--- config.mk ---
export PLATFORM = sky130hd
export DESIGN_NAME = crf_regs
export DESIGN_NICKNAME = d
export VERILOG_FILES = /design/src/core/crf_pkg.sv /design/src/core/crf_regs.sv
export VERILOG_INCLUDE_DIRS = /design/src /design/src/core
export SDC_FILE = /design/constraint.sdc
export NUM_CORES = 1
export LEC_CHECK = 0
export ABC_CLOCK_PERIOD_IN_PS = 4200
export BUFFER_PORTS_ARGS = -buffer_cell sky130_fd_sc_hd__buf_2
export CORE_MARGIN = 4
export CORE_UTILIZATION = 55
export CTS_CLUSTER_SIZE = 40
export DETAILED_ROUTE_END_ITERATION = 7
export PLACE_DENSITY_LB_ADDON = 0.1
export SYNTH_ARGS = -nofsm -noshare
export SYNTH_HDL_FRONTEND = slang
export SYNTH_SLANG_ARGS = --single-unit
--- constraint.sdc ---
create_clock -name I_CLOCK -period 4.2 [get_ports I_CLOCK]
set_input_delay 0.84 -clock I_CLOCK [delete_from_list [all_inputs] [get_ports I_CLOCK]]
set_output_delay 0.84 -clock I_CLOCK [all_outputs]
set_load 0.01 [all_outputs]
--- src/core/crf_consts.svh ---
// Constants for the processor register file and condition flags block.
`ifndef CRF_CONSTS_SVH
`define CRF_CONSTS_SVH

// Register byte offsets on the bus, one aligned word each.
`define CRF_OFS_ACC 8'h00
`define CRF_OFS_INDEX 8'h04
`define CRF_OFS_FLAGS 8'h08
`define CRF_OFS_STATUS 8'h0c

// Bit positions inside the condition_code_flags register.
`define CRF_CC_V 7
`define CRF_CC_H 4
`define CRF_CC_I 3
`define CRF_CC_N 2
`define CRF_CC_Z 1
`define CRF_CC_C 0

// Bit positions inside the status register.
`define CRF_STAT_INHIBIT 0
`define CRF_STAT_PENDING 1

// Reset values.
`define CRF_RST_INDEX_HI 8'h00
`define CRF_RST_FLAGS 8'h08

// Decimal adjust constants.
`define CRF_BCD_FIX_LO 8'h06
`define CRF_BCD_FIX_HI 8'h60
`define CRF_BCD_MAX_LO 4'h9
`define CRF_BCD_MAX 8'h99

// Bus responses.
`define CRF_RESP_OKAY 2'b00
`define CRF_RESP_SLVERR 2'b10

`endif

--- src/core/crf_pkg.sv ---
// Types shared by the processor register file and condition flags block.
package crf_pkg;

  // Operations that the execute stage hands to the register file.
  typedef enum logic [4:0] {
    CRF_NOP, CRF_LDA, CRF_STA, CRF_ADD, CRF_ADC, CRF_SUB, CRF_SBC, CRF_AND,
    CRF_ORA, CRF_EOR, CRF_LDX, CRF_STX, CRF_LDHX, CRF_STHX, CRF_CLRX, CRF_INCX,
    CRF_DECX, CRF_COMX, CRF_NEGX, CRF_LSLX, CRF_LSRX, CRF_ROLX, CRF_RORX, CRF_TAX,
    CRF_TXA, CRF_DECADJ, CRF_UNMASK, CRF_SEI, CRF_TAP, CRF_TPA, CRF_BTST
  } crf_opc_t;

  // Addressing modes for operand and destination location.
  typedef enum logic [1:0] {
    CRF_MODE_DIRECT, CRF_MODE_EXTENDED, CRF_MODE_INDEXED, CRF_MODE_INDEXED_OFS
  } crf_mode_t;

  // Signed compare branches.
  typedef enum logic [1:0] {
    CRF_BR_GREATER, CRF_BR_GREATER_EQUAL, CRF_BR_LESS_EQUAL, CRF_BR_LESS
  } crf_brc_t;

  // Register select from bus address decode.
  typedef enum logic [2:0] {
    CRF_SEL_ACC, CRF_SEL_INDEX, CRF_SEL_FLAGS, CRF_SEL_STATUS, CRF_SEL_NONE
  } crf_sel_t;

  // One operation word from the execute stage.
  typedef struct packed {
    crf_opc_t opc;
    logic [15:0] data;
    logic [15:0] offset;
    logic [2:0] bit_sel;
    crf_mode_t src_mode;
    crf_mode_t dst_mode;
  } crf_op_t;

endpackage

--- src/core/crf_regs.sv ---
// Programmer-visible processor registers, condition flags and a bus slave.
//
// What this block does
// - Eight-bit accumulator feeds the arithmetic unit, takes results, reset leaves it.
// - Reset forces the upper index byte to zero.
// - Reset leaves the lower index byte unchanged.
// - Indexed addresses use the whole sixteen-bit index pair, upper byte high.
// - Some legacy operations touch only the lower index byte.
// - Lower index byte clears, increments, decrements, complements, negates, shifts, rotates.
// - Flag bit seven shows two's complement overflow.
// - Signed compare branches use the overflow flag.
// - Flag bit four shows carry from bit three into bit four on adds.
// - Decimal adjust uses half-carry and carry to correct a BCD sum.
// - Flag bit three set masks maskable interrupts; clear enables them.
// - Interrupt mask is set after registers are stacked, before service fetch.
// - No interrupt at the boundary after a mask-clearing or flags transfer.
// - Flag bit two follows the result's top bit, loads and stores included.
// - Flag bit one is set for an all-zero eight or sixteen bit result.
// - Flag bit zero is carry or borrow, also set by bit test and shifts.
// - One linear sixteen-bit address space for memory, control and I/O.
// - Moves take source and destination addresses from independent modes.
//
// Decided for this implementation: register access over AXI4-Lite and the address map.
`timescale 1ns/1ps
`include "crf_consts.svh"

module crf_regs (
  // Clock, reset and enable.
  input wire logic I_CLOCK,
  input wire logic I_SYS_RST,
  input wire logic I_CE,
  // Operation port from the execute stage.
  input wire logic I_OP_VALID,
  input wire crf_pkg::crf_op_t I_OP,
  input wire crf_pkg::crf_brc_t I_BR_COND,
  // Interrupt sequencing.
  input wire logic I_BOUNDARY,
  input wire logic I_IRQ_REQ,
  input wire logic I_REGS_STACKED,
  // Register and address outputs.
  output logic [7:0] O_ACC,
  output logic [15:0] O_INDEX,
  output logic [7:0] O_FLAGS,
  output logic [15:0] O_SRC_ADDR,
  output logic [15:0] O_DST_ADDR,
  output logic O_BRANCH_TAKE,
  output logic O_IRQ_TAKE,
  // AXI4-Lite write channels.
  input wire logic I_AWVALID,
  output logic O_AWREADY,
  input wire logic [7:0] I_AWADDR,
  input wire logic I_WVALID,
  output logic O_WREADY,
  input wire logic [31:0] I_WDATA,
  input wire logic [3:0] I_WSTRB,
  output logic O_BVALID,
  input wire logic I_BREADY,
  output logic [1:0] O_BRESP,
  // AXI4-Lite read channels.
  input wire logic I_ARVALID,
  output logic O_ARREADY,
  input wire logic [7:0] I_ARADDR,
  output logic O_RVALID,
  input wire logic I_RREADY,
  output logic [31:0] O_RDATA,
  output logic [1:0] O_RRESP
);
  import crf_pkg::*;

  ////////////////////////////////////////////////////////////////////////////
  // Functions.

  // Refresh negative and zero flags from an eight-bit result.
  function automatic logic [7:0] set_nz(input logic [7:0] f, input logic [7:0] r);
    logic [7:0] o;
    o = f;
    o[`CRF_CC_N] = r[7];
    o[`CRF_CC_Z] = (r == 8'h00);
    return o;
  endfunction

  // Merge a bus write into an old word under byte strobes.
  function automatic logic [31:0] wmerge(input logic [31:0] old, input logic [31:0] nw,
                                         input logic [3:0] strb);
    logic [31:0] o;
    o = old;
    for (int i = 0; i < 4; i++) begin
      if (strb[i]) begin
        o[i*8 +: 8] = nw[i*8 +: 8];
      end
    end
    return o;
  endfunction

  // Map a bus address onto a register select.
  function automatic crf_sel_t decode(input logic [7:0] a);
    crf_sel_t s;
    unique case ({a[7:2], 2'b00})
      `CRF_OFS_ACC: s = CRF_SEL_ACC;
      `CRF_OFS_INDEX: s = CRF_SEL_INDEX;
      `CRF_OFS_FLAGS: s = CRF_SEL_FLAGS;
      `CRF_OFS_STATUS: s = CRF_SEL_STATUS;
      default: s = CRF_SEL_NONE;
    endcase
    return s;
  endfunction

  // Resolve one addressing mode into a linear sixteen-bit address.
  function automatic logic [15:0] ea(input crf_mode_t m, input logic [15:0] hx,
                                     input logic [15:0] ofs);
    logic [15:0] o;
    unique case (m)
      CRF_MODE_DIRECT: o = {8'h00, ofs[7:0]};
      CRF_MODE_EXTENDED: o = ofs;
      CRF_MODE_INDEXED: o = hx;
      CRF_MODE_INDEXED_OFS: o = hx + ofs;
    endcase
    return o;
  endfunction

  ////////////////////////////////////////////////////////////////////////////
  // State.

  logic [7:0] acc_reg;
  logic [7:0] x_lo_reg;
  logic [7:0] x_hi_reg;
  logic [7:0] cc_reg;
  logic inhibit_reg;
  logic [15:0] src_addr_reg;
  logic [15:0] dst_addr_reg;
  logic [7:0] acc_next;
  logic [7:0] x_lo_next;
  logic [7:0] x_hi_next;
  logic [7:0] cc_next;
  logic [31:0] merged;
  logic inhibit_next;
  logic op_fire;
  logic [8:0] sum;
  logic [7:0] res;
  logic cin;
  logic nv;
  logic lo_fix;
  logic hi_fix;

  // Bus slave state.
  logic aw_held_reg;
  logic w_held_reg;
  logic [7:0] awaddr_reg;
  logic [31:0] wdata_reg;
  logic [3:0] wstrb_reg;
  logic bvalid_reg;
  logic [1:0] bresp_reg;
  logic rvalid_reg;
  logic [31:0] rdata_reg;
  logic [1:0] rresp_reg;
  logic commit;
  crf_sel_t wsel;
  logic [31:0] rd_word;

  assign op_fire = I_CE & I_OP_VALID;
  assign commit = I_CE & aw_held_reg & w_held_reg & ~bvalid_reg;
  assign wsel = decode(awaddr_reg);

  ////////////////////////////////////////////////////////////////////////////
  // Execute: next register values for one operation.

  // Operations take priority over a bus write landing in the same cycle.
  always_comb begin
    acc_next = acc_reg;
    x_lo_next = x_lo_reg;
    x_hi_next = x_hi_reg;
    cc_next = cc_reg;
    inhibit_next = 1'b0;
    sum = 9'h000;
    res = 8'h00;
    cin = 1'b0;
    lo_fix = 1'b0;
    hi_fix = 1'b0;
    // The merged word is kept whole so that each register takes its own slice.
    unique case (wsel)
      CRF_SEL_ACC: merged = wmerge({24'h0, acc_reg}, wdata_reg, wstrb_reg);
      CRF_SEL_FLAGS: merged = wmerge({24'h0, cc_reg}, wdata_reg, wstrb_reg);
      CRF_SEL_INDEX, CRF_SEL_STATUS, CRF_SEL_NONE: begin
        merged = wmerge({16'h0, x_hi_reg, x_lo_reg}, wdata_reg, wstrb_reg);
      end
    endcase
    if (commit) begin
      unique case (wsel)
        CRF_SEL_ACC: acc_next = merged[7:0];
        CRF_SEL_INDEX: {x_hi_next, x_lo_next} = merged[15:0];
        CRF_SEL_FLAGS: cc_next = merged[7:0];
        CRF_SEL_STATUS, CRF_SEL_NONE: ;
      endcase
    end
    if (op_fire) begin
      cin = cc_reg[`CRF_CC_C] & (I_OP.opc == CRF_ADC || I_OP.opc == CRF_SBC);
      unique case (I_OP.opc)
        CRF_NOP: ;
        CRF_LDA, CRF_AND, CRF_ORA, CRF_EOR: begin
          unique case (I_OP.opc)
            CRF_AND: res = acc_reg & I_OP.data[7:0];
            CRF_ORA: res = acc_reg | I_OP.data[7:0];
            CRF_EOR: res = acc_reg ^ I_OP.data[7:0];
            default: res = I_OP.data[7:0];
          endcase
          acc_next = res;
          cc_next = set_nz(cc_reg, res);
          cc_next[`CRF_CC_V] = 1'b0;
        end
        CRF_STA, CRF_STX: begin
          res = (I_OP.opc == CRF_STA) ? acc_reg : x_lo_reg;
          cc_next = set_nz(cc_reg, res);
          cc_next[`CRF_CC_V] = 1'b0;
        end
        CRF_ADD, CRF_ADC: begin
          sum = {1'b0, acc_reg} + {1'b0, I_OP.data[7:0]} + {8'h00, cin};
          res = sum[7:0];
          acc_next = res;
          cc_next = set_nz(cc_reg, res);
          cc_next[`CRF_CC_C] = sum[8];
          cc_next[`CRF_CC_H] = acc_reg[4] ^ I_OP.data[4] ^ res[4];
          cc_next[`CRF_CC_V] = (acc_reg[7] ~^ I_OP.data[7]) & (res[7] ^ acc_reg[7]);
        end
        CRF_SUB, CRF_SBC: begin
          sum = {1'b0, acc_reg} - {1'b0, I_OP.data[7:0]} - {8'h00, cin};
          res = sum[7:0];
          acc_next = res;
          cc_next = set_nz(cc_reg, res);
          cc_next[`CRF_CC_C] = sum[8];
          cc_next[`CRF_CC_V] = (acc_reg[7] ^ I_OP.data[7]) & (res[7] ^ acc_reg[7]);
        end
        CRF_LDX: begin
          x_lo_next = I_OP.data[7:0];
          cc_next = set_nz(cc_reg, I_OP.data[7:0]);
          cc_next[`CRF_CC_V] = 1'b0;
        end
        CRF_LDHX, CRF_STHX: begin
          if (I_OP.opc == CRF_LDHX) begin
            {x_hi_next, x_lo_next} = I_OP.data;
          end
          res = (I_OP.opc == CRF_LDHX) ? I_OP.data[15:8] : x_hi_reg;
          cc_next[`CRF_CC_N] = res[7];
          cc_next[`CRF_CC_Z] = (I_OP.opc == CRF_LDHX) ? (I_OP.data == 16'h0000)
                                                     : ({x_hi_reg, x_lo_reg} == 16'h0000);
          cc_next[`CRF_CC_V] = 1'b0;
        end
        CRF_CLRX, CRF_INCX, CRF_DECX, CRF_COMX, CRF_NEGX,
        CRF_LSLX, CRF_LSRX, CRF_ROLX, CRF_RORX: begin
          // The upper index byte is never touched here.
          unique case (I_OP.opc)
            CRF_CLRX: res = 8'h00;
            CRF_INCX: res = x_lo_reg + 8'h01;
            CRF_DECX: res = x_lo_reg - 8'h01;
            CRF_COMX: res = ~x_lo_reg;
            CRF_NEGX: res = 8'h00 - x_lo_reg;
            CRF_LSLX: res = {x_lo_reg[6:0], 1'b0};
            CRF_LSRX: res = {1'b0, x_lo_reg[7:1]};
            CRF_ROLX: res = {x_lo_reg[6:0], cc_reg[`CRF_CC_C]};
            default: res = {cc_reg[`CRF_CC_C], x_lo_reg[7:1]};
          endcase
          x_lo_next = res;
          cc_next = set_nz(cc_reg, res);
          unique case (I_OP.opc)
            CRF_CLRX: cc_next[`CRF_CC_V] = 1'b0;
            CRF_INCX: cc_next[`CRF_CC_V] = (res == 8'h80);
            CRF_DECX: cc_next[`CRF_CC_V] = (res == 8'h7f);
            CRF_COMX: begin
              cc_next[`CRF_CC_V] = 1'b0;
              cc_next[`CRF_CC_C] = 1'b1;
            end
            CRF_NEGX: begin
              cc_next[`CRF_CC_V] = (res == 8'h80);
              cc_next[`CRF_CC_C] = (res != 8'h00);
            end
            CRF_LSLX, CRF_ROLX: begin
              cc_next[`CRF_CC_C] = x_lo_reg[7];
              cc_next[`CRF_CC_V] = res[7] ^ x_lo_reg[7];
            end
            default: begin
              cc_next[`CRF_CC_C] = x_lo_reg[0];
              cc_next[`CRF_CC_V] = res[7] ^ x_lo_reg[0];
            end
          endcase
        end
        CRF_TAX: x_lo_next = acc_reg;
        CRF_TXA: acc_next = x_lo_reg;
        CRF_DECADJ: begin
          // A BCD correction only makes sense straight after an add.
          lo_fix = cc_reg[`CRF_CC_H] | (acc_reg[3:0] > `CRF_BCD_MAX_LO);
          hi_fix = cc_reg[`CRF_CC_C] | (acc_reg > `CRF_BCD_MAX);
          res = acc_reg + (hi_fix ? `CRF_BCD_FIX_HI : 8'h00) + (lo_fix ? `CRF_BCD_FIX_LO : 8'h00);
          acc_next = res;
          cc_next = set_nz(cc_reg, res);
          cc_next[`CRF_CC_C] = hi_fix;
        end
        CRF_UNMASK: begin
          cc_next[`CRF_CC_I] = 1'b0;
          inhibit_next = 1'b1;
        end
        CRF_SEI: cc_next[`CRF_CC_I] = 1'b1;
        CRF_TAP: begin
          cc_next = acc_reg;
          inhibit_next = 1'b1;
        end
        CRF_TPA: acc_next = cc_reg;
        CRF_BTST: cc_next[`CRF_CC_C] = I_OP.data[I_OP.bit_sel];
      endcase
    end
    if (I_CE & I_REGS_STACKED) begin
      cc_next[`CRF_CC_I] = 1'b1;
    end
  end

  ////////////////////////////////////////////////////////////////////////////
  // Register updates.

  // Accumulator and lower index byte carry no reset: they keep their value.
  always_ff @(posedge I_CLOCK) begin
    if (I_CE) begin
      acc_reg <= acc_next;
      x_lo_reg <= x_lo_next;
    end
  end

  // Upper index byte is the only data register that reset clears.
  always_ff @(posedge I_CLOCK or posedge I_SYS_RST) begin
    if (I_SYS_RST) begin
      x_hi_reg <= `CRF_RST_INDEX_HI;
    end else if (I_CE) begin
      x_hi_reg <= x_hi_next;
    end
  end

  // Flags come out of reset with maskable interrupts held off.
  always_ff @(posedge I_CLOCK or posedge I_SYS_RST) begin
    if (I_SYS_RST) begin
      cc_reg <= `CRF_RST_FLAGS;
    end else if (I_CE) begin
      cc_reg <= cc_next;
    end
  end

  // Inhibit lasts until the next instruction boundary has passed.
  always_ff @(posedge I_CLOCK or posedge I_SYS_RST) begin
    if (I_SYS_RST) begin
      inhibit_reg <= 1'b0;
    end else if (I_CE) begin
      if (inhibit_next) begin
        inhibit_reg <= 1'b1;
      end else if (I_BOUNDARY) begin
        inhibit_reg <= 1'b0;
      end
    end
  end

  // Source and destination addresses resolve independently for moves.
  always_ff @(posedge I_CLOCK or posedge I_SYS_RST) begin
    if (I_SYS_RST) begin
      src_addr_reg <= 16'h0000;
      dst_addr_reg <= 16'h0000;
    end else if (op_fire) begin
      src_addr_reg <= ea(I_OP.src_mode, {x_hi_reg, x_lo_reg}, I_OP.offset);
      dst_addr_reg <= ea(I_OP.dst_mode, {x_hi_reg, x_lo_reg}, I_OP.offset);
    end
  end

  ////////////////////////////////////////////////////////////////////////////
  // Branch and interrupt decisions.

  assign nv = cc_reg[`CRF_CC_N] ^ cc_reg[`CRF_CC_V];

  // Signed branches look at overflow through the N xor V term.
  always_comb begin
    unique case (I_BR_COND)
      CRF_BR_GREATER: O_BRANCH_TAKE = ~(cc_reg[`CRF_CC_Z] | nv);
      CRF_BR_GREATER_EQUAL: O_BRANCH_TAKE = ~nv;
      CRF_BR_LESS_EQUAL: O_BRANCH_TAKE = cc_reg[`CRF_CC_Z] | nv;
      CRF_BR_LESS: O_BRANCH_TAKE = nv;
    endcase
  end

  // Interrupt accepted only at a boundary, unmasked and not inhibited.
  assign O_IRQ_TAKE = I_CE & I_BOUNDARY & I_IRQ_REQ & ~cc_reg[`CRF_CC_I] & ~inhibit_reg;

  assign O_ACC = acc_reg;
  assign O_INDEX = {x_hi_reg, x_lo_reg};
  assign O_FLAGS = cc_reg;
  assign O_SRC_ADDR = src_addr_reg;
  assign O_DST_ADDR = dst_addr_reg;

  ////////////////////////////////////////////////////////////////////////////
  // AXI4-Lite slave.

  assign O_AWREADY = ~aw_held_reg & ~bvalid_reg;
  assign O_WREADY = ~w_held_reg & ~bvalid_reg;
  assign O_BVALID = bvalid_reg;
  assign O_BRESP = bresp_reg;
  assign O_ARREADY = ~rvalid_reg;
  assign O_RVALID = rvalid_reg;
  assign O_RDATA = rdata_reg;
  assign O_RRESP = rresp_reg;

  // Address and data are caught in either order; the write lands once both are in.
  always_ff @(posedge I_CLOCK or posedge I_SYS_RST) begin
    if (I_SYS_RST) begin
      aw_held_reg <= 1'b0;
      w_held_reg <= 1'b0;
      awaddr_reg <= 8'h00;
      wdata_reg <= 32'h0;
      wstrb_reg <= 4'h0;
      bvalid_reg <= 1'b0;
      bresp_reg <= `CRF_RESP_OKAY;
    end else if (I_CE) begin
      if (I_AWVALID & O_AWREADY) begin
        aw_held_reg <= 1'b1;
        awaddr_reg <= I_AWADDR;
      end
      if (I_WVALID & O_WREADY) begin
        w_held_reg <= 1'b1;
        wdata_reg <= I_WDATA;
        wstrb_reg <= I_WSTRB;
      end
      if (commit) begin
        aw_held_reg <= 1'b0;
        w_held_reg <= 1'b0;
        bvalid_reg <= 1'b1;
        bresp_reg <= (wsel == CRF_SEL_NONE) ? `CRF_RESP_SLVERR : `CRF_RESP_OKAY;
      end else if (bvalid_reg & I_BREADY) begin
        bvalid_reg <= 1'b0;
      end
    end
  end

  // Read data word for the addressed register.
  always_comb begin
    rd_word = 32'h0;
    unique case (decode(I_ARADDR))
      CRF_SEL_ACC: rd_word = {24'h0, acc_reg};
      CRF_SEL_INDEX: rd_word = {16'h0, x_hi_reg, x_lo_reg};
      CRF_SEL_FLAGS: rd_word = {24'h0, cc_reg};
      CRF_SEL_STATUS: begin
        rd_word[`CRF_STAT_INHIBIT] = inhibit_reg;
        rd_word[`CRF_STAT_PENDING] = I_IRQ_REQ & ~cc_reg[`CRF_CC_I];
      end
      CRF_SEL_NONE: rd_word = 32'h0;
    endcase
  end

  // Read answer is registered one cycle after the address is taken.
  always_ff @(posedge I_CLOCK or posedge I_SYS_RST) begin
    if (I_SYS_RST) begin
      rvalid_reg <= 1'b0;
      rdata_reg <= 32'h0;
      rresp_reg <= `CRF_RESP_OKAY;
    end else if (I_CE) begin
      if (I_ARVALID & O_ARREADY) begin
        rvalid_reg <= 1'b1;
        rdata_reg <= rd_word;
        rresp_reg <= (decode(I_ARADDR) == CRF_SEL_NONE) ? `CRF_RESP_SLVERR : `CRF_RESP_OKAY;
      end else if (rvalid_reg & I_RREADY) begin
        rvalid_reg <= 1'b0;
      end
    end
  end

  ////////////////////////////////////////////////////////////////////////////
  // Assertions.

  a_reset_hi_zero: assert property (@(posedge I_CLOCK) disable iff (I_SYS_RST)
    $fell(I_SYS_RST) |-> x_hi_reg == 8'h00)
    else $error("Upper index byte not zero after reset.");

  a_add_carry_flag: assert property (@(posedge I_CLOCK) disable iff (I_SYS_RST)
    op_fire && I_OP.opc == CRF_ADD && !I_REGS_STACKED
      |=> cc_reg[0] == ({1'b0, $past(acc_reg)} + {1'b0, $past(I_OP.data[7:0])} > 9'h0ff))
    else $error("Carry flag wrong after add.");

  a_add_half_carry: assert property (@(posedge I_CLOCK) disable iff (I_SYS_RST)
    op_fire && I_OP.opc == CRF_ADD
      |=> cc_reg[4] == ({1'b0, $past(acc_reg[3:0])} + {1'b0, $past(I_OP.data[3:0])} > 5'h0f))
    else $error("Half-carry flag wrong after add.");

  a_load_zero_neg: assert property (@(posedge I_CLOCK) disable iff (I_SYS_RST)
    op_fire && I_OP.opc == CRF_LDA
      |=> cc_reg[1] == (acc_reg == 8'h00) && cc_reg[2] == acc_reg[7])
    else $error("Zero or negative flag wrong after load.");

  a_stack_sets_mask: assert property (@(posedge I_CLOCK) disable iff (I_SYS_RST)
    I_CE && I_REGS_STACKED |=> cc_reg[3])
    else $error("Mask not set after registers were stacked.");

  a_unmask_inhibit: assert property (@(posedge I_CLOCK) disable iff (I_SYS_RST)
    op_fire && I_OP.opc inside {CRF_UNMASK, CRF_TAP} |=> inhibit_reg && !O_IRQ_TAKE)
    else $error("Interrupt taken right after mask clear.");

  a_mask_blocks_irq: assert property (@(posedge I_CLOCK) disable iff (I_SYS_RST)
    cc_reg[3] |-> !O_IRQ_TAKE)
    else $error("Interrupt taken while masked.");

  a_legacy_keeps_hi: assert property (@(posedge I_CLOCK) disable iff (I_SYS_RST)
    op_fire && I_OP.opc inside {CRF_TAX, CRF_INCX, CRF_LSLX} && !commit |=> $stable(x_hi_reg))
    else $error("Upper index byte changed by a byte-wide index operation.");

  a_indexed_addr: assert property (@(posedge I_CLOCK) disable iff (I_SYS_RST)
    op_fire && I_OP.src_mode == CRF_MODE_INDEXED_OFS && I_OP.dst_mode == CRF_MODE_DIRECT
      |=> O_SRC_ADDR == $past(O_INDEX) + $past(I_OP.offset)
          && O_DST_ADDR == {8'h00, $past(I_OP.offset[7:0])})
    else $error("Indexed or direct address formed wrongly.");

  a_signed_branch: assert property (@(posedge I_CLOCK) disable iff (I_SYS_RST)
    I_BR_COND == CRF_BR_LESS |-> O_BRANCH_TAKE == (O_FLAGS[2] ^ O_FLAGS[7]))
    else $error("Less-than branch ignores overflow.");

endmodule

Word level (Yosys, flattened, before mapping)
Cells that the tools add are included.

word-level totals
  bits in registers = 149
  input port bits = 110

operators by class
  add/sub/neg operators = 10
  magnitude comparators = 3
  equal/unequal tests = 62
  mux-type cells = 67
  bitwise logic cells = 44
  reduce and logical (&&, ||, !) cells = 53

operators by type and width
  cell                                                                   count
  8-bit two-way mux                                                      26
  16-bit one-hot mux with 4 select lines                                 2
  5-bit equality test, second input constant                             15
  8-bit one-hot mux with 8 select lines                                  1
  8-bit logical NOT                                                      7
  16-bit one-hot mux with 3 select lines                                 1
  8-bit one-hot mux with 6 select lines                                  1
  14-bit one-hot mux with 3 select lines                                 1
  5-bit by 4-bit equality test with 1-bit output, second input constant  8
  16-bit logical NOT                                                     2
  8-bit one-hot mux with 4 select lines                                  1
  6-bit by 2-bit equality test with 1-bit output, second input constant  4
  3-bit one-hot mux with 4 select lines                                  2
  8-bit one-hot mux with 3 select lines                                  1
  2-bit AND reduction                                                    12
  21-bit OR reduction                                                    1
  1-bit bitwise AND                                                      20
  5-bit by 3-bit equality test with 1-bit output, second input constant  4
  19-bit OR reduction                                                    1
  2-bit one-hot mux with 9 select lines                                  1
  9-bit OR reduction                                                     2
  16-bit adder                                                           1
  1-bit one-hot mux with 4 select lines                                  4
  2-bit OR reduction                                                     8
  other kinds (52)                                                       113

Logic depth before layout (Yosys ltp)
Gate-level depths: netlist of run 1.

  depth after elaboration = 10
  mapped depth = 18
  depth with buffers taken out = 15

Least setup slack after synthesis of run 1
OpenSTA, ideal clock, no wires.

  path kind = input to register
  start = in I_OP[43] (netlist bit)
  end = reg cc_reg[7], in the netlist O_FLAGS[7]
  setup time = 137 ps
  data arrival time = 4050 ps
  required time = 4063 ps
  slack = 13 ps
  stages = 17
  path buffers = 3
  cells stage by stage = clkbuf_1 clkbuf_1 clkbuf_1 nor2_1 nand2_1 inv_1 fa_1 inv_1 ha_1 o21ai_0 a21oi_1 nor2_1 o311ai_0 o2111a_1 o21ai_0 a32oi_1 o41ai_2

between the ends
  longest elaborated chain between the ends = 8
  elaborated cells on any way between the ends = 51

ends and longest elaborated chain
  element                                                                       RTL line                          RTL
  start: declaration                                                            crf_regs.sv:34                    input wire crf_pkg::crf_op_t I_OP,
  5-bit by 3-bit equality test with 1-bit output, or another cell as far along  crf_regs.sv:196, crf_regs.sv:197
  1-bit logical OR or 8-bit one-hot mux with 8 select lines (tied branches)     crf_regs.sv:196, crf_regs.sv:250
  1-bit bitwise AND or 8-bit two-way mux (tied branches)                        crf_regs.sv:196, crf_regs.sv:197
  9-bit by 1-bit subtractor with 9-bit output, or another cell as far along     crf_regs.sv:225                   sum = {1'b0, acc_reg} - {1'b0, I_OP.data[7:0]} - {8'h00, cin};
  1-bit bitwise XOR, or another cell as far along                               crf_regs.sv:230                   cc_next[`CRF_CC_V] = (acc_reg[7] ^ I_OP.data[7]) & (res[7] ^ acc_reg[7]);
  1-bit bitwise AND, or another cell as far along                               crf_regs.sv:230
  1-bit one-hot mux with 6 select lines                                         crf_regs.sv:197                   unique case (I_OP.opc)
  8-bit two-way mux                                                             crf_regs.sv:195                   if (op_fire) begin
  end signal: assignment                                                        crf_regs.sv:337                   cc_reg <= `CRF_RST_FLAGS;
  end signal: assignment                                                        crf_regs.sv:339                   cc_reg <= cc_next;
  end: declaration                                                              crf_regs.sv:127                   logic [7:0] cc_reg;

Several ways; a longest one is shown, not always the timed one. The select of a mux whose other input is x is not followed.
A chain may end at the register's enable or synchronous reset.

Worst setup path in the final report of run 1
  start = in I_OP[39] (netlist bit)
  end = reg cc_reg[7], in the netlist O_FLAGS[7]

The elaborated chain is that of the path after synthesis.

==> impl_metrics.toml, run 1 <==
[outcome]
status = "complete, no violations"

[sta]
slew_violations = 0
hold_viol_final = 0
setup_violations = 0
max_slew_margin_pct = 32.45
setup_tns_ns = 0
fmax_mhz = 267.2
clock_skew_ns = 0.01365
tightestPinTransition_ns = 1.013
post-route-min-period_ns = 3.743
min_period_over_period_pct = 89.11
rsz0062_at_grt = "no"

[placement]
dp_cells = 1630
hpwl_um = 27740
gp_congestion = 1.028
port_buffers = 176

[synthesis]
avgSynthCellArea_um2 = 8.308
ys_ff_latch = 111
yosysWarningCount = 0
synth_area_um2 = 10380
postSynth.asyncResetShare_pct = 85.59
ys_types = 98
ys.flop_type = "dfrtp_1"
netlist_instances = 1250
synth_edf_count = 16
ys_seq_area_share_pct = 27.53

[worst_setup_path]
crit_required_ns = 4.43
slowest_delay_ns = 0.67
cp.arrival_ns = 3.98
r2r_slack_ns = 0.70
cp-start-kind = "primary input"
criticalPathCategory = "primary input to flop"
r2r_cells = 15
crit_chain = "buf_2 > nor2_1 > nand2_1 > inv_1 > fa_1 > inv_1 > ha_1 > o21ai_0 > a21oi_1 > nor2_1 > o311ai_1 > o2111a_1 > o21ai_0 > a32oi_1 > o41ai_2"
crit_fanout = 4
startpoint = "I_OP[39]"
critPathCaptureType = "flop"
critPathSlowestCell = "o311ai_1"
regToRegEndpoint = "O_FLAGS[7]$_DFFE_PP0P_"
r2r_start = "O_FLAGS[0]$_DFFE_PP0P_"

[layout]
n_antenna_cell = 0
nNetsFinal = 1585
areaGrowthSynthToFinish_pct = 14.04
drive_gt1_share_pct = 21.17
fin_util_pct = 64.82
stdcell_count = 1646

[clocking]
clockRootBuffer = "clkbuf_16"
cts_tree = "yes"
htree_levels = 3
cts_repair_resize_count = 0
clkLatencyLatePin_ns = 0.36
cts_buffers = 9
postCtsHoldBufs = 0
postCtsSetupBuffers = 0
clock-sinks = 111
clk_pin_slew_ns = 0.08
cts_buffer_depth = 2

[pwr]
p_leak_nw = 5.445
vdd_drop_max_mv = 0.3388
p_per_area_nw_per_um2 = 381.6

[global_route]
grt_start_max_net_pins = 80
grt_pass1_vias = 9953
grt_antenna_before_repair = 0
grt_first_pass_wirelength_um = 57260
grt_usage_pct = 33.50
overflow = 0

[floorplanning]
row_count = 49
coreArea_um2 = 18270
die_area_um2 = 21140
ios = 217
die_x_um = 145.4
start_util_pct = 56.84
fp.dieH_um = 145.4

[routing]
ant_nets = 0
vias = 10800
wl_per_cell_um = 22.20
drtIter0Drc = 1261
avgViaCountPerCell = 6.559
wirelength_um = 36530
drc = 0
first_pass_iters = 5

[worst_hold_path]
hold_path_end = "O_SRC_ADDR[12]$_DFFE_PP0P_"
hold_path.startpoint = "O_SRC_ADDR[12]$_DFFE_PP0P_"
hold_path_class = "flop to flop"
hold_path_depth = 2

[flow_run]
drv_cap = 0
==> critical path: cells and delay by family <==
family                   cells  cell delay (ns)
AO/OA/AOI/OAI                7             1.82
adder cells (fa/ha/maj)      2             0.58
buffers and inverters        3             0.31
AND/OR/NAND/NOR              3             0.42
==> layout make-up <==
class                   count  area [µm²]
flip-flops and latches    111        2859
clock inverters             7       96.34
inverters                  53       201.4
multi-input cells        1010        6910
well taps                 229       286.5
clock buffers               9       225.2
fillers                  1625        6427
repair buffers            227        1264
==> cell usage in the layout, fill, tap and decap left out, drive strengths merged, types with 7 or more instances in the layout <==
cell | netlist | final
a22oi | 9 | 9
o22ai | 13 | 13
a21o | 25 | 25
nor2 | 92 | 92
nor3 | 40 | 40
nand3 | 37 | 37
edfxtp | 16 | 16
inv | 51 | 55
a22o | 24 | 24
o21ai | 108 | 108
o21bai | 8 | 8
and2 | 8 | 8
o2bb2ai | 7 | 7
o211ai | 14 | 14
conb | 1 | 18
and3 | 15 | 15
o21a | 11 | 11
or3 | 10 | 10
nor2b | 18 | 18
clkbuf | 53 | 9
xnor2 | 21 | 21
ha | 56 | 56
a31oi | 18 | 18
mux2i | 41 | 41
a211oi | 16 | 16
fa | 7 | 7
dfrtp | 94 | 94
mux2 | 25 | 25
nor4 | 13 | 13
buf | 40 | 227
nand4 | 8 | 8
a221oi | 21 | 21
xor2 | 16 | 16
nand2 | 110 | 110
nand2b | 21 | 21
a21oi | 79 | 79
==> per-stage QoR <==
stage	instance area, µm²	total power [mW]	setup WS [ns]	hold slack (ns)
floorplan	10450	2.906	0.01298	0.4677
CTS	11840	4.489	0.2629	0.4762
global placement	11520	3.542	-0.04152	0.4559
finish	11840	4.519	0.4574	0.4711
global route	11840	4.795	0.1891	0.4935
detailed placement	11520	3.580	-0.08157	0.4552
==> Yosys cell counts, drive strengths merged, types with 9 or more instances <==
| cell type | count | area [µm²] |
|---|---|---|
| nor4 | 13 | 93.84 |
| nand2b | 21 | 131.4 |
| edfxtp | 16 | 480.5 |
| dfrtp | 94 | 2352 |
| nor2b | 18 | 112.6 |
| nand3 | 37 | 197.7 |
| inv | 51 | 191.4 |
| xor2 | 16 | 140.1 |
| a211oi | 16 | 125.1 |
| mux2 | 25 | 281.5 |
| a21oi | 79 | 395.4 |
| a221oi | 21 | 183.9 |
| a22oi | 9 | 72.57 |
| o21ai | 108 | 540.5 |
| a21o | 25 | 187.7 |
| clkbuf | 53 | 209.0 |
| mux2i | 41 | 410.4 |
| xnor2 | 21 | 183.9 |
| o211ai | 14 | 105.1 |
| nor3 | 40 | 216.5 |
| a31oi | 18 | 112.6 |
| or3 | 10 | 68.82 |
| nor2 | 92 | 352.8 |
| a22o | 24 | 212.7 |
| nand2 | 110 | 412.9 |
| o22ai | 13 | 81.33 |
| o21a | 11 | 82.58 |
| ha | 56 | 700.7 |
| and3 | 15 | 95.09 |
| buf | 40 | 274.0 |
==> power by group <==
group          switching, mW  internal (mW)  leakage (nW)
clock network          0.473          0.438         0.156
registers              0.299           1.34          1.35
logic                   1.15          0.811          3.94
total                   1.93           2.59          5.44
==> cell families (layout without fill, tap and decap cells) <==
logic type               count (synthesis)  in the layout  synth area share, %
AO/OA/AOI/OAI                          421            421                27.57
XOR/XNOR                                37             37                3.120
adder cells (fa/ha/maj)                 63             63                8.096
buffers and inverters                  146            296                6.566
flip-flops                             111            111                27.53
multiplexers                            70             70                7.566
other                                    1             18              0.03611
AND/OR/NAND/NOR                        401            401                19.52
==> worst max-delay path by stage <==
stage | end | slack (ns)
5_1_grt | O_FLAGS[7]$_DFFE_PP0P_ | 0.19
2_1_floorplan | O_FLAGS[7]$_DFFE_PP0P_ | 0.01
3_5_place_dp | O_FLAGS[7]$_DFFE_PP0P_ | -0.08
3_3_place_gp | O_FLAGS[7]$_DFFE_PP0P_ | -0.04
4_1_cts | O_FLAGS[7]$_DFFE_PP0P_ | 0.26
6_report | O_FLAGS[7]$_DFFE_PP0P_ | 0.46
==> routing by layer <==
metal | part of all wire [%] | routed length (µm) | vias to the layer above | track usage, %
li1 | - | - | 4972 | -
met1 | 42 | 15450 | 5134 | 47.97
met2 | 45 | 16580 | 612 | 52.14
met3 | 9.7 | 3532 | 78 | 6.229
met4 | 2.7 | 970 | 0 | 9.592
met5 | 0 | 0 | - | 0
Note: power is estimated with default switching activity, not from simulation.
==> run 2, diff against run 1 <==
--- a/config.mk
+++ b/config.mk
@@ -10,6 +10,7 @@
 export BUFFER_PORTS_ARGS = -buffer_cell sky130_fd_sc_hd__buf_2
 export CORE_MARGIN = 4
 export CORE_UTILIZATION = 55
+export CTS_BUF_LIST = sky130_fd_sc_hd__clkbuf_4
 export CTS_CLUSTER_SIZE = 40
 export DETAILED_ROUTE_END_ITERATION = 7
 export PLACE_DENSITY_LB_ADDON = 0.1
==> impl_metrics.toml, run 2 (same netlist as run 1, synthesis figures left out) <==
[clocking]
cts_buffers = 9
clockRootBuffer = "clkbuf_4"
postCtsHoldBufs = 0
htree_levels = 3
cts_tree = "yes"
clkLatencyLatePin_ns = 0.49
clk_pin_slew_ns = 0.20
cts_repair_resize_count = 0
cts_buffer_depth = 2
postCtsSetupBuffers = 0
clock-sinks = 111

[pwr]
vdd_drop_max_mv = 0.3178
p_per_area_nw_per_um2 = 358.1
p_leak_nw = 5.375

[placement]
dpl_cell_area_um2 = 11520
gp_congestion = 1.028
port_buffers = 176
hpwl_um = 27740

[routing]
wirelength_um = 36310
drc = 0
vias = 10770
drtIter0Drc = 1148
wl_per_cell_um = 22.06
avgViaCountPerCell = 6.544
first_pass_iters = 5
ant_nets = 0

[outcome]
status = "complete, no violations"

[worst_hold_path]
hold_path_class = "flop to flop"
hold_path_depth = 2

[sta]
tightestPinTransition_ns = 1.098
clock_skew_ns = 0.03405
min_period_over_period_pct = 92.79
post-route-min-period_ns = 3.897
fmax_mhz = 256.6
max_slew_margin_pct = 25.87
rsz0062_at_grt = "no"
setup_violations = 0
hold_viol_final = 0
slew_violations = 0
holdWs_ns = 0.4919

[worst_setup_path]
criticalPathCategory = "primary input to flop"
crit_required_ns = 4.58
critPathCaptureType = "flop"
cp.arrival_ns = 4.28
slowest_delay_ns = 0.94
crit_chain = "buf_2 > nor2_1 > nand2_1 > inv_1 > fa_1 > inv_1 > ha_1 > o21ai_0 > a21oi_1 > nor2_1 > o311ai_0 > o2111a_1 > o21ai_0 > a32oi_1 > o41ai_2"
cp-start-kind = "primary input"
critPathSlowestCell = "o311ai_0"
crit_fanout = 4
r2r_cells = 15

[global_route]
overflow = 0
grt_first_pass_wirelength_um = 56990
grt_antenna_before_repair = 0
grt_pass1_vias = 9959
grt_usage_pct = 33.25
grt_start_max_net_pins = 80

[floorplanning]
die_x_um = 145.4
die_area_um2 = 21140
row_count = 49
coreArea_um2 = 18270
start_util_pct = 56.84
ios = 217
fp.dieH_um = 145.4

[layout]
drive_gt1_share_pct = 21.17
mostFrequentLayoutCells = "176 x buf_2, 109 x nand2_1, 107 x o21ai_0, 94 x dfrtp_1, 91 x nor2_1"
areaGrowthSynthToFinish_pct = 12.52
final_common_cell = "buf_2"
nNetsFinal = 1585
n_antenna_cell = 0
final_area_um2 = 11690
fillCellCount = 1653

[flow_run]
drv_cap = 0
run 2: cell counts in the layout (fill, tap and decap cells not counted):
No cell type changed its count.
run 2: worst paths after layout:
| check | start | end | slack [ns] |
|---|---|---|---|
| min in group asynchronous | I_SYS_RST | wdata_reg[13]$_DFFE_PP0P_ | 0.56 |
| worst max-delay path | I_OP[39] | O_FLAGS[7]$_DFFE_PP0P_ | 0.30 |
| max in group asynchronous | I_SYS_RST | O_DST_ADDR[7]$_DFFE_PP0P_ | 2.79 |
| worst min register to register | O_SRC_ADDR[12]$_DFFE_PP0P_ | O_SRC_ADDR[12]$_DFFE_PP0P_ | 0.49 |
| worst max register to register | O_FLAGS[0]$_DFFE_PP0P_ | O_FLAGS[7]$_DFFE_PP0P_ | 0.40 |
| worst min-delay path | O_SRC_ADDR[12]$_DFFE_PP0P_ | O_SRC_ADDR[12]$_DFFE_PP0P_ | 0.49 |
run 2: layer usage:
metal | global-route usage (%) | routed length [µm] | up-vias
li1 | - | - | 4975
met2 | 51.83 | 16280 | 596
met5 | 0 | 0 | -
met4 | 9.544 | 1123 | 0
met1 | 47.64 | 15480 | 5115
met3 | 6.011 | 3434 | 85
run 2: worst max-delay path, delay by kind of cell:
family                   cells  cell delay [ns]
AO/OA/AOI/OAI                7             2.13
adder cells (fa/ha/maj)      2             0.57
buffers and inverters        3             0.32
AND/OR/NAND/NOR              3             0.41
run 2: layout make-up:
type	instances	area [µm²]	share of cell area, %
multi-input cells	1010	6910	59.14
clock inverters	7	96.34	0.8245
repair buffers	227	1264	10.81
flip-flops and latches	111	2859	24.47
clock buffers	9	67.56	0.5782
inverters	53	201.4	1.724
well taps	229	286.5	2.452
run 2: metrics by stage:
stage | setup TNS [ns] | instances | setup WS [ns] | power, mW | util [%]
after CTS | 0 | 1646 | 0.4260 | 4.160 | 63.96
after detailed placement | -0.08157 | 1630 | -0.08157 | 3.580 | 63.06
after global routing | 0 | 1646 | 0.03348 | 4.467 | 63.96
final | 0 | 1646 | 0.3029 | 4.184 | 63.96
after floorplan | 0 | 1267 | 0.01298 | 2.906 | -
after global placement | -0.04152 | 1630 | -0.04152 | 3.542 | 63.06
run 2: power by group:
part	leakage, nW	switching (mW)	internal (mW)	total [mW]
Sequential	1.35	0.298	1.34	1.64
Combinational	3.94	1.15	0.810	1.96
Clock	0.0860	0.431	0.156	0.587
Total	5.37	1.88	2.31	4.18
==> run 3, diff against run 2 <==
--- a/config.mk
+++ b/config.mk
@@ -7,7 +7,7 @@
 export NUM_CORES = 1
 export LEC_CHECK = 0
 export ABC_CLOCK_PERIOD_IN_PS = 4200
-export BUFFER_PORTS_ARGS = -buffer_cell sky130_fd_sc_hd__buf_2
+export BUFFER_PORTS_ARGS = -buffer_cell sky130_fd_sc_hd__buf_4
 export CORE_MARGIN = 4
 export CORE_UTILIZATION = 55
 export CTS_BUF_LIST = sky130_fd_sc_hd__clkbuf_4
==> impl_metrics.toml, run 3 (same netlist as run 1, synthesis figures left out) <==
[worst_setup_path]
crit_fanout = 4
crit_required_ns = 4.57
cp-start-kind = "primary input"
criticalPathCategory = "primary input to flop"
cp.arrival_ns = 4.15
critPathCaptureType = "flop"

[layout]
nNetsFinal = 1583
drive_gt1_share_pct = 21.06
final_common_cell = "buf_4"
fillCellCount = 1616
multi_input_area_um2 = 6910
seqCellArea_um2 = 2859
stdcell_count = 1644
final_area_um2 = 12100
mostFrequentLayoutCells = "225 x buf_4, 109 x nand2_1, 107 x o21ai_0, 94 x dfrtp_1, 91 x nor2_1"
n_antenna_cell = 0
areaGrowthSynthToFinish_pct = 16.49

[clocking]
postCtsHoldBufs = 0
postCtsSetupBuffers = 0
cts_repair_resize_count = 0
htree_levels = 3
cts_tree = "yes"
cts_buffers = 9
clkLatencyLatePin_ns = 0.50
clock-sinks = 111
clk_pin_slew_ns = 0.20
cts_buffer_depth = 2
clockRootBuffer = "clkbuf_4"

[routing]
wirelength_um = 36520
avgViaCountPerCell = 6.598
vias = 10850
first_pass_iters = 8
drtIter0Drc = 1378
drc = 0
wl_per_cell_um = 22.21
ant_nets = 0

[sta]
rsz0062_at_grt = "no"
max_slew_margin_pct = 25.86
post-route-min-period_ns = 3.779
min_period_over_period_pct = 89.98
slew_violations = 0
clock_skew_ns = 0.02448
hold_viol_final = 0
tightestPinTransition_ns = 1.098
fmax_mhz = 264.6
setup_violations = 0
setup_tns_ns = 0

[pwr]
finalPower_mw = 4.282
p_per_area_nw_per_um2 = 353.9
vdd_drop_max_mv = 0.3118
p_leak_nw = 5.482

[floorplanning]
die_area_um2 = 21140
coreArea_um2 = 18270
fp.dieH_um = 145.4
die_x_um = 145.4
row_count = 49
ios = 217
start_util_pct = 56.84

[global_route]
grt_usage_pct = 33.33
grt_first_pass_wirelength_um = 57040
grt_start_max_net_pins = 70
grt_antenna_before_repair = 0
grt_pass1_vias = 10210
overflow = 0

[flow_run]
drv_cap = 0

[worst_hold_path]
hold_path_class = "primary input to asynchronous set/reset pin"

[placement]
dp_cells = 1628
port_buffers = 176
gp_congestion = 1.026
hpwl_um = 27890
dpl_cell_area_um2 = 11950

[outcome]
status = "complete, no violations"
==> run 3: critical path: stages <==
cell      delay [ns]
buf_4           0.13
nand2_1         0.08
nor2_1          0.04
nand2_1         0.15
inv_1           0.08
fa_1            0.47
inv_1           0.10
ha_1            0.13
o21ai_0         0.12
a21oi_1         0.20
nor2_1          0.08
o311ai_0        0.93
o2111a_1        0.34
o21ai_0         0.12
a32oi_1         0.24
o41ai_2         0.11
==> run 3: path summary, 6_finish.rpt <==
check / startpoint / endpoint / slack, ns / cells after the start
hold reg to reg: O_SRC_ADDR[12]$_DFFE_PP0P_ / O_SRC_ADDR[12]$_DFFE_PP0P_ / 0.50 / 2
setup reg to reg: O_FLAGS[0]$_DFFE_PP0P_ / O_FLAGS[7]$_DFFE_PP0P_ / 0.43 / 15
setup / recovery: I_OP[41] / O_FLAGS[7]$_DFFE_PP0P_ / 0.42 / 16
max in group asynchronous: I_SYS_RST / O_RDATA[5]$_DFFE_PP0P_ / 2.97 / 3
min in group I_CLOCK: O_SRC_ADDR[12]$_DFFE_PP0P_ / O_SRC_ADDR[12]$_DFFE_PP0P_ / 0.50 / 2
hold / removal: I_SYS_RST / wdata_reg[11]$_DFFE_PP0P_ / 0.49 / 2
==> run 3: metal layers <==
layer | vias to the layer above | part of all wire [%] | wire length [µm] | GRT usage, %
li1 | 4968 | - | - | -
met1 | 5122 | 41 | 14960 | 47.40
met2 | 656 | 45 | 16520 | 52.14
met3 | 101 | 10 | 3781 | 5.232
met4 | 0 | 3.4 | 1257 | 11.21
met5 | - | 0 | 0 | 0
==> run 3: area by class of cell <==
cell class                      instances  area share (%)
Clock buffer                            9          0.5585
Clock inverter                          7          0.6929
Inverter                               53           1.665
Multi-Input combinational cell       1010           57.12
Sequential cell                       111           23.63
Tap cell                              229           2.368
Timing Repair Buffer                  225           13.96
==> run 3: per-stage QoR <==
step | util, % | setup WS, ns | hold WS, ns
finish | 66.22 | 0.4207 | 0.4866
global route | 66.22 | 0.2191 | 0.5196
CTS | 66.22 | 0.4779 | 0.5076
detailed placement | 65.39 | -0.01442 | 0.4630
global placement | 65.39 | -0.02300 | 0.4607
floorplan | - | 0.01298 | 0.4677
==> run 3: power breakdown <==
part           total [mW]  internal (mW)  switching, mW
combinational        2.06          0.907           1.15
sequential           1.65           1.34          0.305
clock               0.574          0.150          0.424
total                4.28           2.40           1.88
